**config.mk**
```make
export PLATFORM = sky130hd
export DESIGN_NAME = clkss_top
export DESIGN_NICKNAME = d
export VERILOG_FILES = /design/src/clkss_pkg.sv /design/src/clkss_startup.sv /design/src/clkss_glitchless.sv /design/src/clkss_top.sv
export SDC_FILE = /design/constraint.sdc
export NUM_CORES = 1
export LEC_CHECK = 0
export BUFFER_PORTS_ARGS = -buffer_cell sky130_fd_sc_hd__buf_2
export CAP_MARGIN = 20
export CORE_AREA = 2 2 90 92
export DETAILED_ROUTE_END_ITERATION = 7
export DIE_AREA = 0 0 92 94
export PLACE_DENSITY = 0.79
export SKIP_CTS_REPAIR_TIMING = 1
export SYNTH_ARGS = -nofsm -noshare
export SYNTH_HDL_FRONTEND = slang
export SYNTH_SLANG_ARGS = --single-unit
```
**constraint.sdc**
```tcl
create_clock -name sys_clk_i -period 2.5 [get_ports sys_clk_i]
set_input_delay 0.25 -clock sys_clk_i [delete_from_list [all_inputs] [get_ports sys_clk_i]]
set_output_delay 0.25 -clock sys_clk_i [all_outputs]
set_load 0.01 [all_outputs]
```
**src/clkss_pkg.sv**
```systemverilog
// clkss_pkg: constants and types of the system clock source select block
package clkss_pkg;
  // ****************************************
  // sizes
  // ****************************************
  localparam int ADDR_W = 4;
  localparam int DATA_W = 8;
  localparam int OST_W = 11;
  localparam int PS_W = 9;
  localparam logic [OST_W-1:0] OST_LAST = 11'h3FF;

  // ****************************************
  // source codes
  // ****************************************
  typedef enum logic [2:0] {
    SRC_HF2X = 3'h0,
    SRC_RSV1 = 3'h1,
    SRC_EXT4X = 3'h2,
    SRC_RSV3 = 3'h3,
    SRC_SECONDARY_OSC = 3'h4,
    SRC_LF = 3'h5,
    SRC_HF = 3'h6,
    SRC_EXT = 3'h7
  } clkss_src_t;

  typedef enum logic [1:0] {
    XM_EC = 2'h0,
    XM_LOW = 2'h1,
    XM_MID = 2'h2,
    XM_HIGH = 2'h3
  } clkss_xmode_t;

  // ****************************************
  // divider, frequency, trim
  // ****************************************
  localparam logic [3:0] DIV_ONE = 4'h1;
  localparam logic [3:0] DIV_MAX = 4'h9;
  localparam logic [3:0] DIV_RST_HF = 4'h2;
  localparam logic [3:0] DIV_RST_DEF = 4'h0;
  localparam logic [2:0] FRQ_8M = 3'h4;
  localparam logic [2:0] FRQ_12M = 3'h5;
  localparam logic [2:0] FRQ_16M = 3'h6;
  localparam logic [2:0] FRQ_RST_DEF = 3'h3;
  localparam logic [5:0] TRIM_RST = 6'h00;

  // ****************************************
  // register map and fields
  // ****************************************
  localparam logic [ADDR_W-1:0] REG_REQ = 4'h0;
  localparam logic [ADDR_W-1:0] REG_CUR = 4'h1;
  localparam logic [ADDR_W-1:0] REG_CTRL = 4'h2;
  localparam logic [ADDR_W-1:0] REG_RDY = 4'h3;
  localparam logic [ADDR_W-1:0] REG_FRQ = 4'h4;
  localparam logic [ADDR_W-1:0] REG_TRIM = 4'h5;
  localparam logic [ADDR_W-1:0] REG_MEN = 4'h6;
  localparam int SRC_LSB = 4;
  localparam int CTL_HOLD = 0;
  localparam int CTL_NSR = 1;
  localparam int CTL_OSC_READY_FLAG = 2;
  localparam int CTL_SWIF = 3;
  localparam int RDY_EXT = 0;
  localparam int RDY_HF = 1;
  localparam int RDY_LF = 2;
  localparam int RDY_SECONDARY_OSC = 3;
  localparam int RDY_PLL = 4;

  // ****************************************
  // carriers
  // ****************************************
  typedef struct packed {
    logic ext;
    logic hf;
    logic lf;
    logic secondary_osc;
    logic pll4x;
    logic pll2x;
  } clkss_osc_en_t;

  typedef enum logic [1:0] {
    SW_IDLE = 2'h0,
    SW_WAIT = 2'h1,
    SW_HOLD = 2'h2,
    SW_SWITCH = 2'h3
  } clkss_sw_t;
endpackage

```
**src/clkss_startup.sv**
```systemverilog
// clkss_startup: crystal start-up counter on the crystal input
`timescale 1ns/1ns
module clkss_startup (
  // clock and reset
  input wire logic sys_clk_i,
  input wire logic reset_i,
  // control
  input wire logic restart_i,
  input wire logic run_i,
  input wire logic xtal_lvl_i,
  // status
  output logic done_o
);
  typedef struct packed {
    logic [clkss_pkg::OST_W-1:0] cnt;
    logic prev;
    logic done;
  } clkss_ost_st_t;

  clkss_ost_st_t st_reg;
  clkss_ost_st_t st_next;

  always_comb begin
    st_next = st_reg;
    st_next.prev = xtal_lvl_i;
    if (restart_i) begin
      st_next.cnt = '0;
      st_next.done = 1'b0;
    end else if (run_i && !st_reg.done && xtal_lvl_i && !st_reg.prev) begin
      if (st_reg.cnt == clkss_pkg::OST_LAST) begin
        st_next.done = 1'b1;
      end else begin
        st_next.cnt = st_reg.cnt + 1'b1;
      end
    end
  end

  always_ff @(posedge sys_clk_i) begin
    if (reset_i) begin
      st_reg <= '0;
    end else begin
      st_reg <= st_next;
    end
  end

  assign done_o = st_reg.done;
endmodule // clkss_startup

```
**src/clkss_glitchless.sv**
```systemverilog
// clkss_glitchless: source multiplexer that changes only while both clocks are low
`timescale 1ns/1ns
module clkss_glitchless (
  // clock and reset
  input wire logic sys_clk_i,
  input wire logic reset_i,
  input wire clkss_pkg::clkss_src_t rst_sel_i,
  // request
  input wire clkss_pkg::clkss_src_t req_sel_i,
  input wire logic go_i,
  input wire logic [7:0] src_lvl_i,
  // result
  output clkss_pkg::clkss_src_t cur_sel_o,
  output logic done_o,
  output logic clk_lvl_o
);
  typedef struct packed {
    clkss_pkg::clkss_src_t sel;
    logic done;
    logic lvl;
  } clkss_mux_st_t;

  clkss_mux_st_t st_reg;
  clkss_mux_st_t st_next;

  always_comb begin
    st_next = st_reg;
    st_next.done = 1'b0;
    st_next.lvl = src_lvl_i[st_reg.sel];
    if (go_i && !st_reg.done && !src_lvl_i[st_reg.sel] && !src_lvl_i[req_sel_i]) begin
      st_next.sel = req_sel_i;
      st_next.done = 1'b1;
      st_next.lvl = 1'b0;
    end
  end

  always_ff @(posedge sys_clk_i) begin
    if (reset_i) begin
      st_reg.sel <= rst_sel_i;
      st_reg.done <= 1'b0;
      st_reg.lvl <= 1'b0;
    end else begin
      st_reg <= st_next;
    end
  end

  assign cur_sel_o = st_reg.sel;
  assign done_o = st_reg.done;
  assign clk_lvl_o = st_reg.lvl;
endmodule // clkss_glitchless

```
**src/clkss_top.sv**
```systemverilog
// clkss_top: system clock source selection and control
//
// Implementation choices: the register addresses and the plain strobed port.
`timescale 1ns/1ns
// Functional notes
// - hold system clock until 1024 crystal edges
// - reset codes 110 and 000 start fast oscillator
// - postscaler divides one to 512
// - doubling PLL only for 8/12/16 MHz
// - code 000 sets 16 MHz, doubling PLL on
// - request 000 enables doubling PLL
// - trim resets zero, six-bit unsigned
// - trim 3Fh maximum, 0h minimum
// - trim write raises no flag
// - trim never touches slow oscillator
// - slow oscillator ticks timers regardless
// - separate ready bit per oscillator
// - manual enables without selecting
// - six selectable run-time sources
// - external with 4x PLL by reset/request
// - crystal out pin: clock or general purpose
// - secondary oscillator selectable at run time
// - gain select follows crystal mode while external is current or requested
// - fast oscillator frequency from select field
// - reset takes source from reset select
// - switch waits ready, then sets flags
// - hold defers switch; copy current abandons
// - switch updates current, ready flag set
// - reserved request code selects fast oscillator
module clkss_top (
  // clock and reset
  input wire logic sys_clk_i,
  input wire logic reset_i,
  // register port
  input wire logic [clkss_pkg::ADDR_W-1:0] reg_addr_i,
  input wire logic [clkss_pkg::DATA_W-1:0] reg_wdata_i,
  input wire logic reg_wr_i,
  input wire logic reg_rd_i,
  output logic [clkss_pkg::DATA_W-1:0] reg_rdata_o,
  // configuration
  input wire logic [2:0] reset_source_select_i,
  input wire logic [1:0] crystal_mode_i,
  input wire logic clock_out_pin_enable_i,
  input wire logic wake_i,
  // oscillators
  input wire logic [4:0] osc_ready_i,
  input wire logic [7:0] src_clk_lvl_i,
  input wire logic crystal_in_pin_i,
  output clkss_pkg::clkss_osc_en_t osc_enable_o,
  output logic [1:0] gain_select_o,
  output logic [2:0] fast_osc_freq_o,
  output logic [5:0] fast_osc_trim_o,
  // crystal out pin
  input wire logic gpio_out_i,
  input wire logic gpio_oe_i,
  output logic crystal_out_pin_o,
  output logic crystal_out_pin_oe_o,
  // system clock
  output logic sys_clk_lvl_o,
  output logic sys_hold_o,
  output logic lf_tick_o,
  output clkss_pkg::clkss_src_t current_source_o,
  output logic [3:0] current_divider_o
);
  typedef struct packed {
    clkss_pkg::clkss_src_t req_src;
    logic [3:0] req_div;
    logic [3:0] cur_div;
    logic hold;
    logic nsr;
    logic osc_ready_flag;
    logic swif;
    logic [2:0] frq;
    logic [5:0] trim;
    logic [3:0] men;
    clkss_pkg::clkss_sw_t fsm;
    logic go;
    logic [clkss_pkg::DATA_W-1:0] rdata;
    clkss_pkg::clkss_osc_en_t en;
    logic [1:0] gain;
    logic xout;
    logic xoe;
    logic [clkss_pkg::PS_W-1:0] pscnt;
    logic prev_lvl;
    logic sys_lvl;
    logic sys_hold;
    logic lf_tick;
  } clkss_top_st_t;

  clkss_top_st_t st_reg;
  clkss_top_st_t st_next;
  clkss_pkg::clkss_src_t rst_src;
  clkss_pkg::clkss_src_t cur_src;
  logic mux_done;
  logic mux_lvl;
  logic ost_done;
  logic ext_xtal;
  logic ext_ok;
  logic req_rdy;
  logic frq_ok;
  logic ext_cur;

  // ****************************************
  // helpers
  // ****************************************
  function automatic clkss_pkg::clkss_src_t remap(input logic [2:0] code);
    clkss_pkg::clkss_src_t s;
    s = clkss_pkg::clkss_src_t'(code);
    if (s == clkss_pkg::SRC_RSV1 || s == clkss_pkg::SRC_RSV3) begin
      s = clkss_pkg::SRC_HF;
    end
    return s;
  endfunction

  function automatic logic [3:0] clamp_div(input logic [3:0] d);
    return (d > clkss_pkg::DIV_MAX) ? clkss_pkg::DIV_MAX : d;
  endfunction

  assign rst_src = remap(reset_source_select_i);
  assign ext_xtal = clkss_pkg::clkss_xmode_t'(crystal_mode_i) != clkss_pkg::XM_EC;
  assign ext_ok = osc_ready_i[clkss_pkg::RDY_EXT] && (!ext_xtal || ost_done);
  assign frq_ok = st_reg.frq == clkss_pkg::FRQ_8M || st_reg.frq == clkss_pkg::FRQ_12M
    || st_reg.frq == clkss_pkg::FRQ_16M;
  assign ext_cur = cur_src == clkss_pkg::SRC_EXT || cur_src == clkss_pkg::SRC_EXT4X;

  // ready of requested source
  always_comb begin
    case (st_reg.req_src)
      clkss_pkg::SRC_HF2X: req_rdy = osc_ready_i[clkss_pkg::RDY_HF]
        && osc_ready_i[clkss_pkg::RDY_PLL] && frq_ok;
      clkss_pkg::SRC_EXT4X: req_rdy = ext_ok && osc_ready_i[clkss_pkg::RDY_PLL];
      clkss_pkg::SRC_SECONDARY_OSC: req_rdy = osc_ready_i[clkss_pkg::RDY_SECONDARY_OSC];
      clkss_pkg::SRC_LF: req_rdy = osc_ready_i[clkss_pkg::RDY_LF];
      clkss_pkg::SRC_HF: req_rdy = osc_ready_i[clkss_pkg::RDY_HF];
      clkss_pkg::SRC_EXT: req_rdy = ext_ok;
      default: req_rdy = 1'b0;
    endcase
  end

  // ****************************************
  // next state
  // ****************************************
  always_comb begin
    logic same;
    logic use_ext;
    st_next = st_reg;
    same = st_reg.req_src == cur_src && st_reg.req_div == st_reg.cur_div;
    use_ext = 1'b0;
    st_next.rdata = '0;
    // register writes
    if (reg_wr_i) begin
      case (reg_addr_i)
        clkss_pkg::REG_REQ: begin
          st_next.req_src = remap(reg_wdata_i[clkss_pkg::SRC_LSB+:3]);
          st_next.req_div = clamp_div(reg_wdata_i[3:0]);
        end
        clkss_pkg::REG_CTRL: begin
          st_next.hold = reg_wdata_i[clkss_pkg::CTL_HOLD];
          st_next.swif = st_reg.swif && reg_wdata_i[clkss_pkg::CTL_SWIF];
        end
        clkss_pkg::REG_FRQ: st_next.frq = reg_wdata_i[2:0];
        clkss_pkg::REG_TRIM: st_next.trim = reg_wdata_i[5:0];
        clkss_pkg::REG_MEN: st_next.men = reg_wdata_i[3:0];
        default: st_next.men = st_reg.men;
      endcase
    end
    // register reads
    if (reg_rd_i) begin
      case (reg_addr_i)
        clkss_pkg::REG_REQ: st_next.rdata = {1'b0, st_reg.req_src, st_reg.req_div};
        clkss_pkg::REG_CUR: st_next.rdata = {1'b0, cur_src, st_reg.cur_div};
        clkss_pkg::REG_CTRL: st_next.rdata = {4'h0, st_reg.swif, st_reg.osc_ready_flag, st_reg.nsr,
          st_reg.hold};
        clkss_pkg::REG_RDY: st_next.rdata = {3'h0, osc_ready_i[clkss_pkg::RDY_PLL],
          osc_ready_i[clkss_pkg::RDY_SECONDARY_OSC], osc_ready_i[clkss_pkg::RDY_LF],
          osc_ready_i[clkss_pkg::RDY_HF], ext_ok};
        clkss_pkg::REG_FRQ: st_next.rdata = {5'h00, st_reg.frq};
        clkss_pkg::REG_TRIM: st_next.rdata = {2'h0, st_reg.trim};
        clkss_pkg::REG_MEN: st_next.rdata = {4'h0, st_reg.men};
        default: st_next.rdata = '0;
      endcase
    end
    // switch sequence
    st_next.go = 1'b0;
    case (st_reg.fsm)
      clkss_pkg::SW_IDLE: begin
        if (!same) begin
          st_next.fsm = clkss_pkg::SW_WAIT;
          st_next.osc_ready_flag = 1'b0;
        end
      end
      clkss_pkg::SW_WAIT: begin
        if (same) begin
          st_next.fsm = clkss_pkg::SW_IDLE;
          st_next.osc_ready_flag = 1'b1;
        end else if (req_rdy) begin
          st_next.nsr = 1'b1;
          st_next.swif = 1'b1;
          if (st_reg.hold) begin
            st_next.fsm = clkss_pkg::SW_HOLD;
          end else begin
            st_next.fsm = clkss_pkg::SW_SWITCH;
            st_next.go = 1'b1;
          end
        end
      end
      clkss_pkg::SW_HOLD: begin
        if (same) begin
          st_next.fsm = clkss_pkg::SW_IDLE;
          st_next.nsr = 1'b0;
          st_next.osc_ready_flag = 1'b1;
        end else if (!req_rdy) begin
          st_next.fsm = clkss_pkg::SW_WAIT;
          st_next.nsr = 1'b0;
        end else if (!st_reg.hold) begin
          st_next.fsm = clkss_pkg::SW_SWITCH;
          st_next.go = 1'b1;
        end
      end
      clkss_pkg::SW_SWITCH: begin
        st_next.go = !mux_done;
        if (mux_done) begin
          st_next.fsm = clkss_pkg::SW_IDLE;
          st_next.cur_div = st_reg.req_div;
          st_next.osc_ready_flag = 1'b1;
          st_next.nsr = 1'b0;
        end
      end
      default: st_next.fsm = clkss_pkg::SW_IDLE;
    endcase
    // oscillator enables
    use_ext = cur_src == clkss_pkg::SRC_EXT || cur_src == clkss_pkg::SRC_EXT4X
      || st_reg.req_src == clkss_pkg::SRC_EXT || st_reg.req_src == clkss_pkg::SRC_EXT4X;
    st_next.en.ext = use_ext || st_reg.men[clkss_pkg::RDY_EXT];
    st_next.en.hf = st_reg.men[clkss_pkg::RDY_HF] || cur_src == clkss_pkg::SRC_HF
      || st_reg.req_src == clkss_pkg::SRC_HF || cur_src == clkss_pkg::SRC_HF2X
      || st_reg.req_src == clkss_pkg::SRC_HF2X;
    st_next.en.lf = 1'b1;
    st_next.en.secondary_osc = st_reg.men[clkss_pkg::RDY_SECONDARY_OSC] || cur_src == clkss_pkg::SRC_SECONDARY_OSC
      || st_reg.req_src == clkss_pkg::SRC_SECONDARY_OSC;
    st_next.en.pll4x = cur_src == clkss_pkg::SRC_EXT4X
      || st_reg.req_src == clkss_pkg::SRC_EXT4X;
    st_next.en.pll2x = (cur_src == clkss_pkg::SRC_HF2X
      || st_reg.req_src == clkss_pkg::SRC_HF2X) && frq_ok;
    st_next.gain = ext_xtal && use_ext ? crystal_mode_i : clkss_pkg::XM_EC;
    // postscaler on the selected source
    st_next.prev_lvl = mux_lvl;
    if (mux_lvl && !st_reg.prev_lvl) begin
      st_next.pscnt = st_reg.pscnt + 1'b1;
    end
    if (st_reg.cur_div == clkss_pkg::DIV_RST_DEF) begin
      st_next.sys_lvl = mux_lvl;
    end else begin
      st_next.sys_lvl = st_reg.pscnt[st_reg.cur_div - clkss_pkg::DIV_ONE];
    end
    st_next.sys_hold = ext_cur && ext_xtal && !ost_done;
    st_next.lf_tick = src_clk_lvl_i[clkss_pkg::SRC_LF];
    // crystal out pin
    st_next.xout = clock_out_pin_enable_i ? st_reg.sys_lvl : gpio_out_i;
    st_next.xoe = clock_out_pin_enable_i || gpio_oe_i;
  end

  // ****************************************
  // state register
  // ****************************************
  always_ff @(posedge sys_clk_i) begin
    if (reset_i) begin
      st_reg <= '0;
      st_reg.req_src <= rst_src;
      st_reg.req_div <= (rst_src == clkss_pkg::SRC_HF) ? clkss_pkg::DIV_RST_HF
        : clkss_pkg::DIV_RST_DEF;
      st_reg.cur_div <= (rst_src == clkss_pkg::SRC_HF) ? clkss_pkg::DIV_RST_HF
        : clkss_pkg::DIV_RST_DEF;
      st_reg.frq <= (rst_src == clkss_pkg::SRC_HF2X) ? clkss_pkg::FRQ_16M
        : clkss_pkg::FRQ_RST_DEF;
      st_reg.trim <= clkss_pkg::TRIM_RST;
      st_reg.osc_ready_flag <= 1'b1;
      st_reg.fsm <= clkss_pkg::SW_IDLE;
    end else begin
      st_reg <= st_next;
    end
  end

  // ****************************************
  // submodules
  // ****************************************
  clkss_startup u_startup (
    .sys_clk_i(sys_clk_i),
    .reset_i(reset_i),
    .restart_i(wake_i),
    .run_i(ext_xtal && st_reg.en.ext),
    .xtal_lvl_i(crystal_in_pin_i),
    .done_o(ost_done)
  );

  clkss_glitchless u_mux (
    .sys_clk_i(sys_clk_i),
    .reset_i(reset_i),
    .rst_sel_i(rst_src),
    .req_sel_i(st_reg.req_src),
    .go_i(st_reg.go),
    .src_lvl_i(src_clk_lvl_i),
    .cur_sel_o(cur_src),
    .done_o(mux_done),
    .clk_lvl_o(mux_lvl)
  );

  assign reg_rdata_o = st_reg.rdata;
  assign osc_enable_o = st_reg.en;
  assign gain_select_o = st_reg.gain;
  assign fast_osc_freq_o = st_reg.frq;
  assign fast_osc_trim_o = st_reg.trim;
  assign crystal_out_pin_o = st_reg.xout;
  assign crystal_out_pin_oe_o = st_reg.xoe;
  assign sys_clk_lvl_o = st_reg.sys_lvl;
  assign sys_hold_o = st_reg.sys_hold;
  assign lf_tick_o = st_reg.lf_tick;
  assign current_source_o = cur_src;
  assign current_divider_o = st_reg.cur_div;
endmodule // clkss_top

```
==> key figures, run 1 <==
STA
  – Final setup fails: 0
  – Relative slew slack: 59.1%
  – Hold WS: 0.100 ns
  – Setup Skew: 0.0144 ns
  – Slew Viols, Final: 0
  – Fmax: 424 MHz
  – Post-layout min period: 2.36 ns
  – Final setup TNS: 0 ns
  – Tightest Pin Transition: 0.609 ns
  – Fin. Hold Viols: 0
  – Final worst-path cycle share: 94.3%
  – RSZ-0062 raised after global routing: no

Cells and area
  – Share of layout cells above drive strength 1: 24.3%
  – Synth-to-Final Area Change: 11.8%
  – Final core occ: 62.0%
  – Multi-input logic area: 2100 µm²
  – Final Net Count: 552
  – Antenna Cells: 0
  – Register Area: 1750 µm²
  – Flip-flop count of the largest register after layout: 28
  – Layout fillers: 666

Min path
  – Worst Hold Class: in2reg
  – Hold Crit Depth: 3

Critical path
  – CP max-delay cell: edfxtp_1
  – Cell depth of the worst flop-to-flop path: 6
  – Crit Path Max Fanout: 8
  – CP peak stage delay: 0.52 ns
  – Crit path DAT: 2.60 ns
  – Critical path type: reg2reg
  – Crit start category: register
  – Required time of the critical path: 2.74 ns
  – Setup crit end kind: register
  – CP cell instances: xor2_1 -> nor4_2 -> nand2_1 -> or2_0 -> a21oi_1 -> mux2_2

Power and ir drop
  – Peak VDD IR: 253 µV
  – Pwr Density: 633 nW/µm²
  – Pleak: 1.98 nW
  – Pwr Total: 2.98 mW

Global route
  – Largest net degree at the start of global routing: 45
  – Met1 usage: 26.8%
  – GR Overflow Total: 0
  – GRT Max-Usage Layer: met2
  – Met3 Use GR: 3.85%
  – Initial antenna violation count: 0
  – Tot GR Track Use: 22.7%
  – First-pass GRT wire length: 15,700 µm
  – Grt met2 use: 39.6%
  – Vias in the first global route: 3,419

Clock network
  – Worst-path clk slew: 0.10 ns
  – Cts bufs inserted: 9
  – # clock sinks: 79
  – H-tree levels: 3
  – Root Buffer: clkbuf_8
  – Clock Latency Late Sink: 0.36 ns
  – CTS tree: built
  – Max Buffers Root-to-Sink: 2

Logic synthesis
  – Ys Warns: 0
  – Synthesized area: 4220 µm²
  – Top FF cell, synth: dfxtp_1
  – Yosys top cell by area: dfxtp_1
  – Synthesized net count: 505
  – Sequential share of the synthesized area: 41.5%
  – Synth top area share: 29.4%
  – Mean post-synth cell area: 9.21 µm²
  – Cells after synthesis: 458
  – Synth top area cells: dfxtp_1 (29%), edfxtp_1 (12%), mux2i_1 (5.7%), buf_4 (5.2%), nor2_1 (4.9%)
  – Synth Register Bits: 79
  – Asr flop ratio synth: 0%
  – Count of cell types in the netlist: 57
  – Post-synth EDFFs: 17

Placement
  – DP HPWL: 7260 µm
  – Routability-driven placement congestion ratio: 0.936
  – Port-buffer cells: 73

Drt
  – DR pass1 iterations: 5
  – Post-route ant nets: 0
  – Vias after detailed routing: 3,525
  – Starting DRT DRC Count: 248
  – DRC: 0
  – Routed wire length per instance: 15.9 µm
  – Routed wire length: 9760 µm
  – Avg Vias per Cell: 5.76

Floorplanning
  – Core Box Area: 7610 µm²
  – FP Rows: 32
  – Die height: 94 µm
  – Die footprint: 8650 µm²
  – Width of the chip: 92 µm
  – Initial Utilization: 55.5%
  – Ports: 76

Flow run
  – Max-Cap Viols: 0

Status
  – Status: completed
cells by family (layout without fill, tap and decap cells):
kind of cell | count (synthesis) | count (layout) | share of synthesized area [%]
AOI/OAI and AO/OA | 78 | 78 | 12.0
muxes | 37 | 37 | 11.6
DFF | 79 | 79 | 41.5
other | 1 | 1 | 0.0889
buffers and inverters | 65 | 117 | 8.69
and+or+nand+nor | 172 | 172 | 20.0
adders and majority gates | 8 | 8 | 2.37
xor gates and xnor gates | 18 | 18 | 3.74
power by group:
part	switching [mW]	total (mW)	internal, mW	leakage (nW)
clock	0.517	1.00	0.484	0.107
sequential	0.0647	1.44	1.38	0.671
combinational	0.300	0.542	0.241	1.20
metal layers:
metal / wire (µm) / part of all wire, % / vias to the layer above
li1: - / - / 1667
met1: 3930 / 40 / 1682
met4: 388 / 4.0 / 0
met5: 0 / 0 / -
met2: 4790 / 49 / 144
met3: 648 / 6.6 / 32
final cells by class:
type | count | share of cell area, %
Clock inverter | 7 | 1.80
Sequential cell | 79 | 37.1
Tap cell | 102 | 2.71
Multi-Input combinational cell | 314 | 44.6
Timing Repair Buffer | 88 | 10.1
Clock buffer | 9 | 2.63
Inverter | 13 | 1.03
cell usage in the layout, fill, tap and decap left out, types with 3 or more instances in the layout:
master    count
nand3_1      15
a211oi_1      3
mux2i_1      24
inv_6         4
a21oi_1      22
nor2b_1      13
clkbuf_8      9
nand4_1       6
nor3_1       10
buf_4        15
mux2_2        4
ha_1          8
or3_1         5
o21ai_0      24
mux4_2        9
inv_1        13
nor2_1       55
xor2_1       16
o31ai_1       3
nor3b_1       6
buf_2        73
edfxtp_1     17
and3_1        4
nand2_1      41
dfxtp_1      62
and2_1        3
a22oi_1       4
a31oi_1       4
synth_stat cells, drive strengths merged (8+ instances only):
cell type and count:
a21oi 22, buf 40, clkbuf 12, dfxtp 62, edfxtp 17, ha 8, inv 13, mux2i 24
mux4 9, nand2 41, nand3 16, nor2 55, nor2b 13, nor3 10, o21ai 24, xor2 16
critical path, delay by kind of cell, from the launching register on:
family	cells	cell delay (ns)
AOI/OAI and AO/OA	1	0.28
and+or+nand+nor	3	0.86
muxes	1	0.37
DFF	1	0.52
xor gates and xnor gates	1	0.21
final timing paths:
kind | slack [ns] | startpoint | endpoint
max | 0.14 | current_divider_o[2]$_SDFFCE_PP0P_ | st_reg[33]$_SDFFE_PP0P_
min reg2reg | 0.43 | u_startup.st_reg[12]$_SDFFE_PP0P_ | u_startup.st_reg[12]$_SDFFE_PP0P_
min | 0.10 | gpio_oe_i | crystal_out_pin_oe_o$_SDFF_PP0_
max reg2reg | 0.14 | current_divider_o[2]$_SDFFCE_PP0P_ | st_reg[33]$_SDFFE_PP0P_
through the flow:
stage / std cells / area, µm² / setup WS (ns)
after CTS: 608 / 4690 / 0.130
final: 612 / 4720 / 0.143
after detailed placement: 592 / 4480 / 0.157
after floorplan: 458 / 4220 / 0.415
after global routing: 612 / 4720 / 0.0506
after global placement: 592 / 4480 / 0.279
(Power assumes the default switching activity.)
==> run 2, diff against run 1 <==
- CELL_PAD_IN_SITES_DETAIL_PLACEMENT: unset -> 0
- CELL_PAD_IN_SITES_GLOBAL_PLACEMENT: unset -> 1
- CORE_AREA: 2 2 90 92 -> 2 2 104 106
- DIE_AREA: 0 0 92 94 -> 0 0 106 108
- PLACE_DENSITY: 0.79 -> 0.78
==> run 2 against run 1 <==
  * Global-route usage is 4.9 points lower
  * Core utilization fell by 16 points
  * Maximum frequency grew 0.89%
  * Critical path depth stayed put
  * Routed wire length up 2.8%
  * Register-to-register slack improved by 0.02 ns
  * Worst hold slack better by 0.0022 ns
  * Clock power fell by 13%
  * Critical path type unchanged
  * Largest power group unchanged
==> key figures, run 2 (synthesized netlist as in run 1, its figures left out) <==
Status
  – Status: completed

Cells and area
  – Share of layout cells above drive strength 1: 23.4%
  – Final core occ: 45.8%
  – Most frequent cells in the layout: buf_2 (73), dfxtp_1 (62), nor2_1 (55), nand2_1 (41)
  – Fin area: 4690 µm²
  – Layout fillers: 1,003
  – Antenna Cells: 0
  – Flip-flop count of the largest register after layout: 28
  – Register Area: 1750 µm²
  – Synth-to-Final Area Change: 11.1%
  – Final Net Count: 547
  – Multi-input logic area: 2100 µm²
  – Commonest non-fill, non-tap cell in the layout: buf_2

Power and ir drop
  – Peak VDD IR: 220 µV
  – Pwr Density: 605 nW/µm²
  – Pleak: 1.94 nW
  – Pwr Total: 2.84 mW

Floorplanning
  – Die height: 108 µm
  – FP Rows: 37
  – Ports: 76
  – Initial Utilization: 41.2%
  – Core Box Area: 10,200 µm²
  – Width of the chip: 106 µm
  – Die footprint: 11,400 µm²

Critical path
  – Delay-heaviest family, CP: compound AO/OA/AOI/OAI gates
  – CP cell instances: mux2i_1 -> a2bb2oi_1 -> o211a_1 -> o221ai_1 -> a21oi_1 -> mux2_2
  – Crit Path Max Fanout: 12
  – Crit path DAT: 2.57 ns
  – CP peak stage delay: 0.66 ns
  – Reg2Reg Setup Slack: 0.16 ns
  – WP buf/inv: 0
  – RR Endpoint: st_reg[33]$_SDFFE_PP0P_
  – Required time of the critical path: 2.73 ns
  – Reg-to-Reg Start: st_reg[59]$_DFFE_PP_
  – Crit start category: register
  – Cell depth of the worst flop-to-flop path: 6
  – Setup crit end kind: register
  – Critical path type: reg2reg
  – Worst Setup SP: st_reg[59]$_DFFE_PP_
  – CP max-delay cell: edfxtp_1

STA
  – Fin. Hold Viols: 0
  – Slew Viols, Final: 0
  – Relative slew slack: 62.9%
  – Fmax: 428 MHz
  – Final setup TNS: 0 ns
  – Final setup fails: 0
  – Post-layout min period: 2.34 ns
  – Final worst-path cycle share: 93.4%
  – Tightest Pin Transition: 0.557 ns
  – Setup Skew: 0.0127 ns
  – RSZ-0062 raised after global routing: no

Clock network
  – CTS tree: built
  – H-tree levels: 3
  – Worst-path clk slew: 0.09 ns
  – # clock sinks: 79
  – Root Buffer: clkbuf_8
  – Cts bufs inserted: 9
  – Max Buffers Root-to-Sink: 2
  – Clock Latency Late Sink: 0.35 ns

Placement
  – Cell Area, Placed: 4510 µm²
  – DP HPWL: 7640 µm
  – Port-buffer cells: 73
  – Routability-driven placement congestion ratio: 0.889

Flow run
  – Max-Cap Viols: 0

Min path
  – WHS Endpoint: crystal_out_pin_oe_o$_SDFF_PP0_
  – Hold path startpoint: gpio_oe_i
  – Hold Crit Depth: 3
  – Worst Hold Class: in2reg

Global route
  – Largest net degree at the start of global routing: 28
  – Tot GR Track Use: 17.9%
  – GR Overflow Total: 0
  – Vias in the first global route: 3,189
  – Initial antenna violation count: 0
  – First-pass GRT wire length: 15,900 µm

Drt
  – DR pass1 iterations: 7
  – Avg Vias per Cell: 5.19
  – Post-route ant nets: 0
  – Starting DRT DRC Count: 226
  – DRC: 0
  – Vias after detailed routing: 3,324
  – Routed wire length per instance: 15.7 µm
  – Routed wire length: 10,000 µm
## run 2: changes by cell type in the layout (fill, tap and decap cells not counted)
cell / change
buf_4: -5
clkbuf_1: +1
bufinv_16: -1
inv_8: -1
clkinv_4: -1
clkbuf_8: +2
clkinv_2: +4
inv_6: -4
## run 2: worst max path at each step
| stage | to | cells after the start | slack [ns] |
|---|---|---|---|
| after floorplan | st_reg[33]$_SDFFE_PP0P_ | 7 | 0.42 |
| after global placement | st_reg[33]$_SDFFE_PP0P_ | 6 | 0.31 |
| after detailed placement | st_reg[33]$_SDFFE_PP0P_ | 6 | 0.22 |
| after CTS | st_reg[33]$_SDFFE_PP0P_ | 6 | 0.21 |
| after global routing | st_reg[33]$_SDFFE_PP0P_ | 6 | 0.02 |
| final | st_reg[33]$_SDFFE_PP0P_ | 6 | 0.16 |
## run 2: layer usage
metal	share of wire (%)	vias to the layer above	track usage (%)
met4	2.0	0	8.08
met2	48	77	29.7
met5	0	-	0
met3	5.2	15	3.38
met1	45	1570	22.8
li1	-	1662	-
## run 2: power breakdown
group          leakage (nW)  internal [mW]  switching (mW)
Combinational          1.18          0.233           0.289
Sequential            0.671           1.38          0.0712
Clock                0.0959          0.409           0.458
Total                  1.94           2.02           0.818
## run 2: final cells by class
class / count / area share, %
clock buffer: 12 / 3.31
clock inverter: 4 / 0.427
inverter: 13 / 1.04
multi-input combinational: 314 / 44.8
sequential: 79 / 37.4
tap: 136 / 3.63
timing repair buffer: 83 / 9.39
## run 2: worst min-delay path: cells and delay by family
family / cells / cell delay, ns
buf+inv: 1 / 0.07
simple gates: 2 / 0.10
## run 2: stage by stage
| stage | instances | worst slack, ns | hold WS [ns] |
|---|---|---|---|
| after global placement | 625 | 0.309 | 0.421 |
| after floorplan | 458 | 0.415 | 0.366 |
| after global routing | 641 | 0.0239 | 0.111 |
| after detailed placement | 625 | 0.219 | 0.430 |
| after CTS | 641 | 0.211 | 0.0831 |
| final | 641 | 0.164 | 0.102 |
==> run 3, diff against run 2 <==
- REMOVE_ABC_BUFFERS: unset -> 1
==> run 3 against run 2 <==
  * Sequential cell count stayed put
  * Total power up 5.4%
  * Cell count fell by 0.16%
  * Via count rose by 0.45%
  * First-iteration DRC count fell by 16%
  * Die area unchanged
  * Setup slack better by 0.037 ns
  * Critical path type unchanged
  * Largest power group unchanged
  * Highest routed layer unchanged
==> key figures, run 3 (synthesized netlist as in run 1, its figures left out) <==
Critical path
  – CP peak stage delay: 0.69 ns
  – CP cell instances: mux2i_1 -> a2bb2oi_1 -> o211a_1 -> o221ai_1 -> a21oi_1 -> mux2_2
  – Crit Path Max Fanout: 12
  – Required time of the critical path: 2.74 ns
  – CP max-delay cell: edfxtp_1
  – Critical path type: reg2reg
  – Setup crit end kind: register
  – WP buf/inv: 0
  – Delay-heaviest family, CP: compound AO/OA/AOI/OAI gates
  – Crit path DAT: 2.54 ns
  – Crit start category: register

Floorplanning
  – FP Rows: 37
  – Core Box Area: 10,200 µm²
  – Initial Utilization: 41.2%
  – Ports: 76
  – Width of the chip: 106 µm
  – Die height: 108 µm
  – Die footprint: 11,400 µm²

Cells and area
  – Final core occ: 46.2%
  – Synth-to-Final Area Change: 12.1%
  – Finished Layout Cells: 640
  – Share of layout cells above drive strength 1: 23.4%
  – Flip-flop count of the largest register after layout: 28
  – Antenna Cells: 0
  – Commonest non-fill, non-tap cell in the layout: buf_2
  – Final Net Count: 546
  – Most frequent cells in the layout: buf_2 (73), dfxtp_1 (62), nor2_1 (55), nand2_1 (41)
  – Layout fillers: 983

Clock network
  – CTS tree: built
  – Max Buffers Root-to-Sink: 2
  – Root Buffer: clkbuf_8
  – Cts bufs inserted: 9
  – H-tree levels: 3
  – Clock Latency Late Sink: 0.34 ns
  – # clock sinks: 79
  – Worst-path clk slew: 0.08 ns

Global route
  – First-pass GRT wire length: 15,900 µm
  – Tot GR Track Use: 17.8%
  – GR Overflow Total: 0
  – Largest net degree at the start of global routing: 40
  – Vias in the first global route: 3,135
  – Initial antenna violation count: 0

Status
  – Status: completed

Drt
  – Routed wire length per instance: 15.2 µm
  – DRC: 0
  – DR pass1 iterations: 4
  – Post-route ant nets: 0
  – Avg Vias per Cell: 5.22
  – Vias after detailed routing: 3,339
  – Routed wire length: 9710 µm
  – Starting DRT DRC Count: 189

Power and ir drop
  – P_sw: 804 µW
  – Peak VDD IR: 428 µV
  – Logic gate share of total power: 17.3%
  – Switching Fraction: 26.9%
  – Flop pwr share: 48.4%
  – Pwr Total: 2.99 mW
  – Cell-internal power: 2.19 mW
  – Pleak: 1.96 nW
  – Pwr Density: 632 nW/µm²
  – Power share of the clock group: 34.3%

Placement
  – Port-buffer cells: 73
  – Cell count after placement: 624
  – DP HPWL: 7470 µm
  – Routability-driven placement congestion ratio: 0.827

STA
  – Post-layout min period: 2.30 ns
  – Final setup TNS: 0 ns
  – Fin. Hold Viols: 0
  – Slew Viols, Final: 0
  – RSZ-0062 raised after global routing: no
  – Fmax: 435 MHz
  – Setup Skew: 0.0121 ns
  – Final setup fails: 0
  – Final worst-path cycle share: 92.0%
  – Tightest Pin Transition: 0.541 ns
  – Relative slew slack: 63.9%

Flow run
  – Max-Cap Viols: 0

Min path
  – Worst Hold Class: in2reg
-- run 3: cell count changes in the layout (fill, tap and decap cells not counted) --
cell,previous run,this run
clkinv_2,4,1
inv_4,0,1
bufinv_16,0,1
clkbuf_16,0,1
buf_4,10,9
clkinvlp_4,0,1
clkbuf_1,1,0
-- run 3: final cells by class --
type	instances	area, µm²	area share (%)
Inverter	13	48.8	1.03
Multi-Input combinational cell	314	2100	44.4
Clock buffer	12	176	3.73
Tap cell	136	170	3.60
Sequential cell	79	1750	37.0
Timing Repair Buffer	82	433	9.15
Clock inverter	4	48.8	1.03
-- run 3: per-stage QoR --
stage          setup slack (ns)  hold slack [ns]  area, µm²
2_1_floorplan             0.426            0.319       3900
3_3_place_gp              0.328            0.418       4510
3_5_place_dp              0.228            0.427       4510
4_1_cts                   0.216            0.103       4730
5_1_grt                  0.0484            0.124       4730
6_report                  0.201            0.117       4730
-- run 3: worst register-to-register path, delay by kind of cell (launching register included) --
| kind | cells | cell delay [ns] |
|---|---|---|
| multiplexers | 2 | 0.66 |
| AO/OA/AOI/OAI | 4 | 0.85 |
| flip-flops | 1 | 0.69 |
-- run 3: routing by layer --
layer	GRT usage, %	routed length (µm)	vias up
li1	-	-	1655
met1	25.2	4540	1571
met2	27.7	4340	108
met3	4.58	770	5
met4	3.48	55	0
met5	0	0	-
-- run 3: path summary, 6_finish.rpt --
kind / from / to / slack [ns] / depth (start not counted)
min: gpio_oe_i / crystal_out_pin_oe_o$_SDFF_PP0_ / 0.12 / 3
max reg2reg: st_reg[59]$_DFFE_PP_ / st_reg[33]$_SDFFE_PP0P_ / 0.20 / 6
min reg2reg: u_startup.st_reg[12]$_SDFFE_PP0P_ / u_startup.st_reg[12]$_SDFFE_PP0P_ / 0.44 / 2
max: st_reg[59]$_DFFE_PP_ / st_reg[33]$_SDFFE_PP0P_ / 0.20 / 6
-- run 3: power groups by stage --
stage | Combinational (mW) | Clock [mW] | Sequential [mW]
CTS | 0.518 | 1.06 | 1.45
global placement | 0.507 | 0 | 1.47
detailed placement | 0.516 | 0 | 1.48
finish | 0.517 | 1.03 | 1.45
global route | 0.576 | 1.12 | 1.46
floorplan | 0.302 | 0 | 1.48
